<file path="config.mk">
export PLATFORM = sky130hd
export DESIGN_NAME = bpc_top
export DESIGN_NICKNAME = d
export VERILOG_FILES = /design/src/verilog/bpc_pkg.sv /design/src/verilog/bpc_top.sv /design/src/verilog/bpc_rst_latch.sv
export SDC_FILE = /design/constraint.sdc
export NUM_CORES = 1
export LEC_CHECK = 0
export ABC_AREA = 1
export BUFFER_PORTS_ARGS = -buffer_cell sky130_fd_sc_hd__buf_4
export CAP_MARGIN = 10
export CORE_MARGIN = 2
export CORE_UTILIZATION = 35
export CTS_CLUSTER_SIZE = 40
export DETAILED_ROUTE_END_ITERATION = 10
export GPL_TIMING_DRIVEN = 0
export PLACE_DENSITY = 0.77
export SYNTH_ARGS = -nofsm -noshare
export SYNTH_HDL_FRONTEND = slang
export SYNTH_SLANG_ARGS = --single-unit
</file>
<file path="constraint.sdc">
create_clock -name ref_clk -period 0.8 [get_ports ref_clk]
set_input_delay 0.16 -clock ref_clk [delete_from_list [all_inputs] [get_ports ref_clk]]
set_output_delay 0.16 -clock ref_clk [all_outputs]
set_load 0.05 [all_outputs]
</file>
<file path="src/verilog/bpc_pkg.sv">
// Package for the bus pin control block.
// Assumes a single 20 MHz system clock and no software registers.
`default_nettype none

package bpc_pkg;

  // ==========================================================
  // Timing
  // ==========================================================
  localparam int unsigned CLK_PERIOD_NS = 50;
  localparam int unsigned RST_LATCH_CLKS = 4;
  localparam int unsigned RST_SYNC_STAGES = RST_LATCH_CLKS - 1;

  // ==========================================================
  // Reset levels of the driven outputs
  // ==========================================================
  localparam logic RST_IRQ_LVL = 1'h0;
  localparam logic RST_HOLD_LVL = 1'h0;
  localparam logic RST_ADDR_LATCH_STROBE_LVL = 1'h0;
  localparam logic RST_AEN_LVL = 1'h0;
  localparam logic RST_TXD_LVL = 1'h1;
  localparam logic RST_GP_LVL = 1'h1;
  localparam logic RST_OE_LVL = 1'h0;

  // ==========================================================
  // Transfer width select
  // ==========================================================
  localparam logic WIDTH_BYTE = 1'h0;
  localparam logic WIDTH_WORD = 1'h1;

  // Bus cycle kinds requested by the internal DMA engine.
  typedef enum logic [1:0] {
    BPC_IDLE  = 2'b00,
    BPC_READ  = 2'b01,
    BPC_WRITE = 2'b10
  } bpc_cyc_t;

endpackage

`default_nettype wire

</file>
<file path="src/verilog/bpc_top.sv">
// Bus pin control block: memory strobes, upper lane enable, interrupt pin
// and reset levels of the bus interface pins.
// Assumes the DMA engine supplies cycle requests synchronous to ref_clk and
// that the host keeps to the chip select protocol while the device is slave.
`timescale 1ns/100ps
`default_nettype none

module bpc_top
  import bpc_pkg::*;
(
  // Clock and reset
  input  wire logic     ref_clk,
  input  wire logic     sys_rst,
  // Bus ownership and mode
  input  wire logic     bus_master,
  input  wire logic     width_sel,
  // DMA cycle request
  input  wire bpc_cyc_t dma_cycle,
  input  wire logic     dma_addr0,
  input  wire logic     dma_both_lanes,
  // Interrupt control
  input  wire logic     irq_event,
  input  wire logic     irq_clear_in,
  // Host slave strobes
  input  wire logic     chip_sel_n,
  input  wire logic     io_read_strobe_n,
  input  wire logic     io_write_strobe_n,
  // Other core outputs, applied after reset
  input  wire logic     hold_req_in,
  input  wire logic     addr_latch_strobe_in,
  input  wire logic     aen_in,
  input  wire logic     txd_in,
  input  wire logic [2:0] gp_in,
  // Memory strobes
  output logic          mem_read_strobe_n,
  output logic          mem_read_oe,
  output logic          mem_write_strobe_n,
  output logic          mem_write_oe,
  // Upper lane enable
  output logic          upper_lane_enable_n,
  output logic          upper_lane_oe,
  // Host interface
  output logic          irq_out,
  output logic          host_rd_req,
  output logic          host_wr_req,
  // Fixed reset-level outputs
  output logic          bus_hold_request,
  output logic          addr_latch_strobe,
  output logic          addr_drive_enable,
  output logic          serial_tx_data,
  output logic          gp_out_1,
  output logic          gp_out_2,
  output logic          gp_out_3,
  output logic          bus_float_oe
);

  // ==========================================================
  // Reset sampling
  // ==========================================================
  logic core_rst;

  // Reset goes through the clocked latch before reaching the pins.
  bpc_rst_latch #(
    .STAGES (RST_SYNC_STAGES)
  ) u_rst (
    .ref_clk  (ref_clk),
    .sys_rst  (sys_rst),
    .core_rst (core_rst)
  );

  // ==========================================================
  // Strobe and lane logic
  // ==========================================================
  logic rd_n_reg, rd_n_next, rd_oe_reg, rd_oe_next;
  logic wr_n_reg, wr_n_next, wr_oe_reg, wr_oe_next;
  logic ube_n_reg, ube_n_next, ube_oe_reg, ube_oe_next;

  // Strobes drive only as master; lane enable only in word mode.
  always_comb begin
    rd_oe_next  = bus_master;
    wr_oe_next  = bus_master;
    rd_n_next   = !(bus_master && dma_cycle == BPC_READ);
    wr_n_next   = !(bus_master && dma_cycle == BPC_WRITE);
    ube_oe_next = bus_master && (width_sel == WIDTH_WORD);
    // Upper lane active when both lanes or an odd address.
    ube_n_next  = !(dma_both_lanes || dma_addr0);
    if (dma_both_lanes) begin
      ube_n_next = 1'h0;
    end
  end

  // Registers the strobe pins; reset floats them.
  always_ff @(posedge ref_clk or posedge core_rst) begin
    if (core_rst) begin
      rd_n_reg   <= 1'h1;
      wr_n_reg   <= 1'h1;
      ube_n_reg  <= 1'h1;
      rd_oe_reg  <= RST_OE_LVL;
      wr_oe_reg  <= RST_OE_LVL;
      ube_oe_reg <= RST_OE_LVL;
    end else begin
      rd_n_reg   <= rd_n_next;
      wr_n_reg   <= wr_n_next;
      ube_n_reg  <= ube_n_next;
      rd_oe_reg  <= rd_oe_next;
      wr_oe_reg  <= wr_oe_next;
      ube_oe_reg <= ube_oe_next;
    end
  end

  // ==========================================================
  // Interrupt and host strobes
  // ==========================================================
  logic irq_reg, irq_next, clr_d_reg, clr_d_next;
  logic hrd_reg, hrd_next, hwr_reg, hwr_next;

  // A new event wins over a clear edge in the same cycle.
  always_comb begin
    clr_d_next = irq_clear_in;
    irq_next   = irq_reg;
    if (irq_clear_in && !clr_d_reg) begin
      irq_next = 1'h0;
    end
    if (irq_event) begin
      irq_next = 1'h1;
    end
    // Host strobes are honoured only while the device is slave.
    hrd_next = !bus_master && !chip_sel_n && !io_read_strobe_n;
    hwr_next = !bus_master && !chip_sel_n && !io_write_strobe_n;
  end

  // Registers interrupt state and host access requests.
  always_ff @(posedge ref_clk or posedge core_rst) begin
    if (core_rst) begin
      irq_reg   <= RST_IRQ_LVL;
      clr_d_reg <= 1'h0;
      hrd_reg   <= 1'h0;
      hwr_reg   <= 1'h0;
    end else begin
      irq_reg   <= irq_next;
      clr_d_reg <= clr_d_next;
      hrd_reg   <= hrd_next;
      hwr_reg   <= hwr_next;
    end
  end

  // ==========================================================
  // Fixed-level outputs
  // ==========================================================
  logic       hold_reg, hold_next, addr_latch_strobe_reg, addr_latch_strobe_next;
  logic       aen_reg, aen_next, txd_reg, txd_next;
  logic [2:0] gp_reg, gp_next;
  logic       float_reg, float_next;

  // After reset the core's own values take over the pins.
  always_comb begin
    hold_next  = hold_req_in;
    addr_latch_strobe_next  = addr_latch_strobe_in;
    aen_next   = aen_in;
    txd_next   = txd_in;
    gp_next    = gp_in;
    float_next = bus_master;
  end

  // Reset forces documented levels; they stand until the core changes them.
  always_ff @(posedge ref_clk or posedge core_rst) begin
    if (core_rst) begin
      hold_reg  <= RST_HOLD_LVL;
      addr_latch_strobe_reg  <= RST_ADDR_LATCH_STROBE_LVL;
      aen_reg   <= RST_AEN_LVL;
      txd_reg   <= RST_TXD_LVL;
      gp_reg    <= {3{RST_GP_LVL}};
      float_reg <= RST_OE_LVL;
    end else begin
      hold_reg  <= hold_next;
      addr_latch_strobe_reg  <= addr_latch_strobe_next;
      aen_reg   <= aen_next;
      txd_reg   <= txd_next;
      gp_reg    <= gp_next;
      float_reg <= float_next;
    end
  end

  // Outputs straight from the flip-flops.
  assign mem_read_strobe_n   = rd_n_reg;
  assign mem_read_oe         = rd_oe_reg;
  assign mem_write_strobe_n  = wr_n_reg;
  assign mem_write_oe        = wr_oe_reg;
  assign upper_lane_enable_n = ube_n_reg;
  assign upper_lane_oe       = ube_oe_reg;
  assign irq_out             = irq_reg;
  assign host_rd_req         = hrd_reg;
  assign host_wr_req         = hwr_reg;
  assign bus_hold_request    = hold_reg;
  assign addr_latch_strobe   = addr_latch_strobe_reg;
  assign addr_drive_enable   = aen_reg;
  assign serial_tx_data      = txd_reg;
  assign gp_out_1            = gp_reg[0];
  assign gp_out_2            = gp_reg[1];
  assign gp_out_3            = gp_reg[2];
  assign bus_float_oe        = float_reg;

  // ==========================================================
  // Checks
  // ==========================================================
  // The sampled core reset in an antecedent skips the edge at which reset
  // lifts: the pins were still held then, so a request there is not taken.
  a_read_strobe: assert property (
    @(posedge ref_clk) disable iff (core_rst)
    (!core_rst && bus_master && dma_cycle == BPC_READ) |=>
    !mem_read_strobe_n)
    else $error("read strobe not low in master read");
  a_write_float: assert property (
    @(posedge ref_clk) disable iff (core_rst)
    !bus_master |=> !mem_write_oe && mem_write_strobe_n)
    else $error("write strobe driven while slave");
  a_byte_float: assert property (
    @(posedge ref_clk) disable iff (core_rst)
    (width_sel == WIDTH_BYTE) |=> !upper_lane_oe)
    else $error("upper lane driven in byte mode");
  a_word_drive: assert property (
    @(posedge ref_clk) disable iff (core_rst)
    (!core_rst && bus_master && width_sel == WIDTH_WORD) |=> upper_lane_oe)
    else $error("upper lane not driven in word mode");
  a_lane_code: assert property (
    @(posedge ref_clk) disable iff (core_rst)
    (!dma_both_lanes && !dma_addr0) |=> upper_lane_enable_n)
    else $error("lower-only lane code wrong");
  a_irq_raise: assert property (
    @(posedge ref_clk) disable iff (core_rst)
    (!core_rst && irq_event) |=> irq_out)
    else $error("interrupt not raised");
  a_irq_clear: assert property (
    @(posedge ref_clk) disable iff (core_rst)
    ($rose(irq_clear_in) && !irq_event) |=> !irq_out)
    else $error("interrupt not cleared on edge");
  a_rst_levels: assert property (
    @(posedge ref_clk)
    sys_rst [*4] |-> !irq_out && gp_out_1 && !mem_read_oe)
    else $error("reset levels not reached in four clocks");
  a_hold_keep: assert property (
    @(posedge ref_clk) disable iff (core_rst)
    $fell(core_rst) |-> !bus_hold_request && serial_tx_data)
    else $error("reset levels lost at release");
  a_host_gate: assert property (
    @(posedge ref_clk) disable iff (core_rst)
    bus_master |=> !host_rd_req && !host_wr_req)
    else $error("host access taken while master");

endmodule

`default_nettype wire

</file>
<file path="src/verilog/bpc_rst_latch.sv">
// Reset latch for the bus pin control block.
// Assumes sys_rst is asynchronous and ref_clk runs freely.
`timescale 1ns/100ps
`default_nettype none

module bpc_rst_latch
  import bpc_pkg::*;
#(
  parameter int unsigned STAGES = RST_SYNC_STAGES
) (
  // Clock and raw reset
  input  wire logic ref_clk,
  input  wire logic sys_rst,
  // Reset as seen by the core
  output logic      core_rst
);

  // ==========================================================
  // Sampling chain
  // ==========================================================
  logic [STAGES-1:0] chain_reg;
  logic [STAGES-1:0] chain_next;

  // Shift ones in while reset is high; chain output is the core reset.
  always_comb begin
    chain_next = {chain_reg[STAGES-2:0], sys_rst};
  end

  // Registers the chain; reset fills it at once, so the core reset rises
  // without waiting for the clock and drops only after the chain drains.
  always_ff @(posedge ref_clk or posedge sys_rst) begin
    if (sys_rst) begin
      chain_reg <= '1;
    end else begin
      chain_reg <= chain_next;
    end
  end

  assign core_rst = chain_reg[STAGES-1];

endmodule

`default_nettype wire

</file>
Word-level counts from Yosys, hierarchy flattened. Cells that the tools add are included. W data, S select, Z words.

Mux-type cells: 3. Reduce and logical (&&, ||, !) cells: 17. Equality and inequality tests: 2.

Operators by type and width (number): $logic_not A1 Y1 (8); $logic_and A1 B1 Y1 (7); $mux W1 (3); $eq A2 B1 Y1 const B (1); $eq A2 B2 Y1 const B (1); $reduce_bool A2 Y1 (1); $logic_or A1 B1 Y1 (1).

Output and inout port bits: 17. Input bits: 20. Flip-flop bits (word level): 19.

Logic depth before layout (Yosys ltp).
Word-level depth: 4. Mapped depth: 4.

Modules after synthesis. Synthesis repeated with hierarchy kept, for this count alone.

Cells, all modules: 37. Area total of the unflattened synthesis: 566.8 um2.

By module, submodules not included: bpc_top (instances 1, area an instance 484.2 um2, cells each 33, seq. area each 409.1 um2); bpc_rst_latch (instances 1, area an instance 82.6 um2, cells each 4, seq. area each 78.8 um2).

Worst setup path after synthesis. Ideal clock, no wire load.

Kind: reg-to-output. Start point: register, netlist name bus_float_oe. End point: output mem_read_oe. Cell stages (with the launch flop): 2. Data arrival time: 0.905 ns. Data required time: 0.640 ns. Path buffers: 1. Slack: -0.265 ns. Path through: dfrtp_1 buf_4.

RTL lines: to (decl) (line bpc_top.sv:36) `output logic mem_read_oe,`.

==> results.cfg <==
[layout]
area_growth_pct = 97.61
layout_common_cells = 21 x buf_4, 12 x dlygate4sd3_1, 10 x buf_6, 10 x dfstp_2, 8 x buf_8
nFillCells = 85
fin_nets = 112
final_common_cell = buf_4
n_antenna_cell = 0
drive_above_1_share_pct = 63.74
instances_no_fill = 107

[clock_tree]
htreeDepth = 1
cts_inserted_buffers = 3
cts_buffer_depth = 2
clock-sinks = 19
cts_tree = done
clk_pin_slew_ns = 0.10
insertion_delay_ns = 0.29
cts_root_buffer = clkbuf_4

[min_path]
hp-class = input pin to flip-flop
min_from = bus_master
hold_path_end = bus_float_oe$_DFF_PP0_
min_path_cells = 1

[run]
cap_violations = 0

[timing]
fin_ws_ns = -0.3566
max_clock_freq_ghz = 0.8646
setup_violations = 17
worst_pin_slew_ns = 0.3312
maxSlewHeadroom_pct = 77.87
rsz0062_at_grt = yes
finClkSkew_ns = 0.008403
fin_crit_sh_pct = 144.6
post-route-min-period_ns = 1.157
finalMaxSlewViolations = 0
finalSetupTns_ns = -4.693
hold_violations = 0

[critical_path]
critical_path.slowest_cell = dfrtp_2
r2r_slack_ns = 0.06
critical_path.top_delay_family = flip-flops
slowest_delay_ns = 0.44
r2r_end = irq_out$_DFFE_PP0P_
cp.depth = 2
cp_max_fo = 3
rr_worst_depth = 3
crit_chain = buf_6 -> buf_8
critPathArrivalTime_ns = 1.00
endpoint_kind = output pin
worstSetupPathType = flip-flop to output pin
startpoint_type = flip-flop
crit_required_ns = 0.64
rr_startpoint = irq_out$_DFFE_PP0P_
path_buf_inv = 2

[floorplanning]
ios = 37
initial_core_util_pct = 37.85
die_area_um2 = 1989
die_h_um = 44.60
die_x_um = 44.60
fp-row-count = 14
core_area_um2 = 1524

[synth]
ys_seq_area_share_pct = 84.60
synthesis.nets = 57
yosys_warnings = 0
synth.area.top_cells = dfstp_2 46%, dfrtp_1 39%, inv_1 3.9%
ys_ff_latch = 19
syn-instance-count = 37
synth_top_cell_by_area = dfstp_2
syn_area_um2 = 576.8
avgSynthCellArea_um2 = 15.59
yosysUniqueCellTypes = 8
synth.top_cell.area_share_pct = 45.55

[detailed_routing]
vias = 447
wl_per_cell_um = 12.47
drc = 0
drt-total-wl_um = 1334
ant_nets = 0
first_iter_violations = 3
vias_per_cell = 4.178
drt-pass1-iter-count = 2

[placed_design]
place_inst = 89
gp_congestion = 0.6012
dp_slack_ns = -0.06040
io_buffers = 36
dp_hpwl_um = 789.2

[grt]
grt-ovfl-total = 0
grt_pass1_wl_um = 2042
first_global_vias = 462
grt_usage_pct = 15.11
antenna_found_initial = 0
grt_max_degree = 17

[power_and_ir_drop]
powerDensity_nw_per_um2 = 1731
vdd_drop_max_mv = 1.102
p_leak_nw = 0.5605

[run_status]
violations = negative setup slack
status = complete, but fails checks
-- worst max path at each step --
stage	start	to	slack (ns)
3_5_place_dp	bus_float_oe$_DFF_PP0_	mem_read_oe	-0.06
2_1_floorplan	bus_float_oe$_DFF_PP0_	mem_read_oe	-0.08
5_1_grt	bus_float_oe$_DFF_PP0_	mem_write_oe	-0.40
4_1_cts	bus_float_oe$_DFF_PP0_	mem_read_oe	-0.35
6_report	bus_float_oe$_DFF_PP0_	mem_write_oe	-0.36
3_3_place_gp	bus_float_oe$_DFF_PP0_	mem_read_oe	-0.05
-- per-layer routing --
layer,GRT usage (%),wire (um)
met1,16.80,502
met2,26.67,712
met5,0,0
met3,2.449,112
met4,9.091,7
-- metrics by stage --
stage	hold slack (ns)	area, um^2	power [mW]	utilization, %
after floorplan	0.09329	586.8	1.256	-
after global placement	0.2236	877.1	1.402	57.55
after detailed placement	0.2392	877.1	1.411	57.55
after CTS	0.005764	1104	1.957	72.41
after global routing	0.001523	1140	2.074	74.79
final	0.02056	1140	1.974	74.79
-- cell usage after synthesis --
cell	number
nand2_1	5
dfrtp_1	9
nand3_1	1
nor3_2	2
dfstp_2	10
nor2_1	2
inv_1	6
buf_4	2
-- repair_timing --
item	4_1_cts	5_1_grt
pin swaps	0	2
gates cloned	0	0
buffers inserted	1	0
gates resized for setup	22	5
hold endpoints to repair	13	2
hold buffers	11	2
endpoints found under the setup margin	17	27
-- cells by family (layout without fill, tap and decap cells) --
kind of cell	Yosys count	count (layout)	share of synthesized area, %
buf+inv	8	62	6.507
simple gates	10	10	8.894
flops	19	19	84.60
-- final cells by class --
type / count / area [um^2] / share of cell area (%)
Multi-Input combinational cell: 10 / 53.80 / 4.720
Sequential cell: 19 / 490.5 / 43.03
Tap cell: 16 / 20.02 / 1.756
Clock buffer: 4 / 26.28 / 2.305
Timing Repair Buffer: 50 / 500.5 / 43.91
Buffer: 2 / 22.52 / 1.976
Inverter: 6 / 26.28 / 2.305
-- worst register-to-register path: cells and delay by family (launching register included) --
kind | cells | cell delay, ns
flip-flops | 1 | 0.41
buffers and inverters | 1 | 0.13
AND/OR/NAND/NOR | 2 | 0.09
-- power by group --
group          total, mW  internal (mW)  switching, mW  leakage (nW)
clock              0.464          0.194          0.271        0.0150
sequential          1.06           1.03         0.0278         0.212
combinational      0.453          0.218          0.235         0.334
Power figures use the tool's default switching activity.
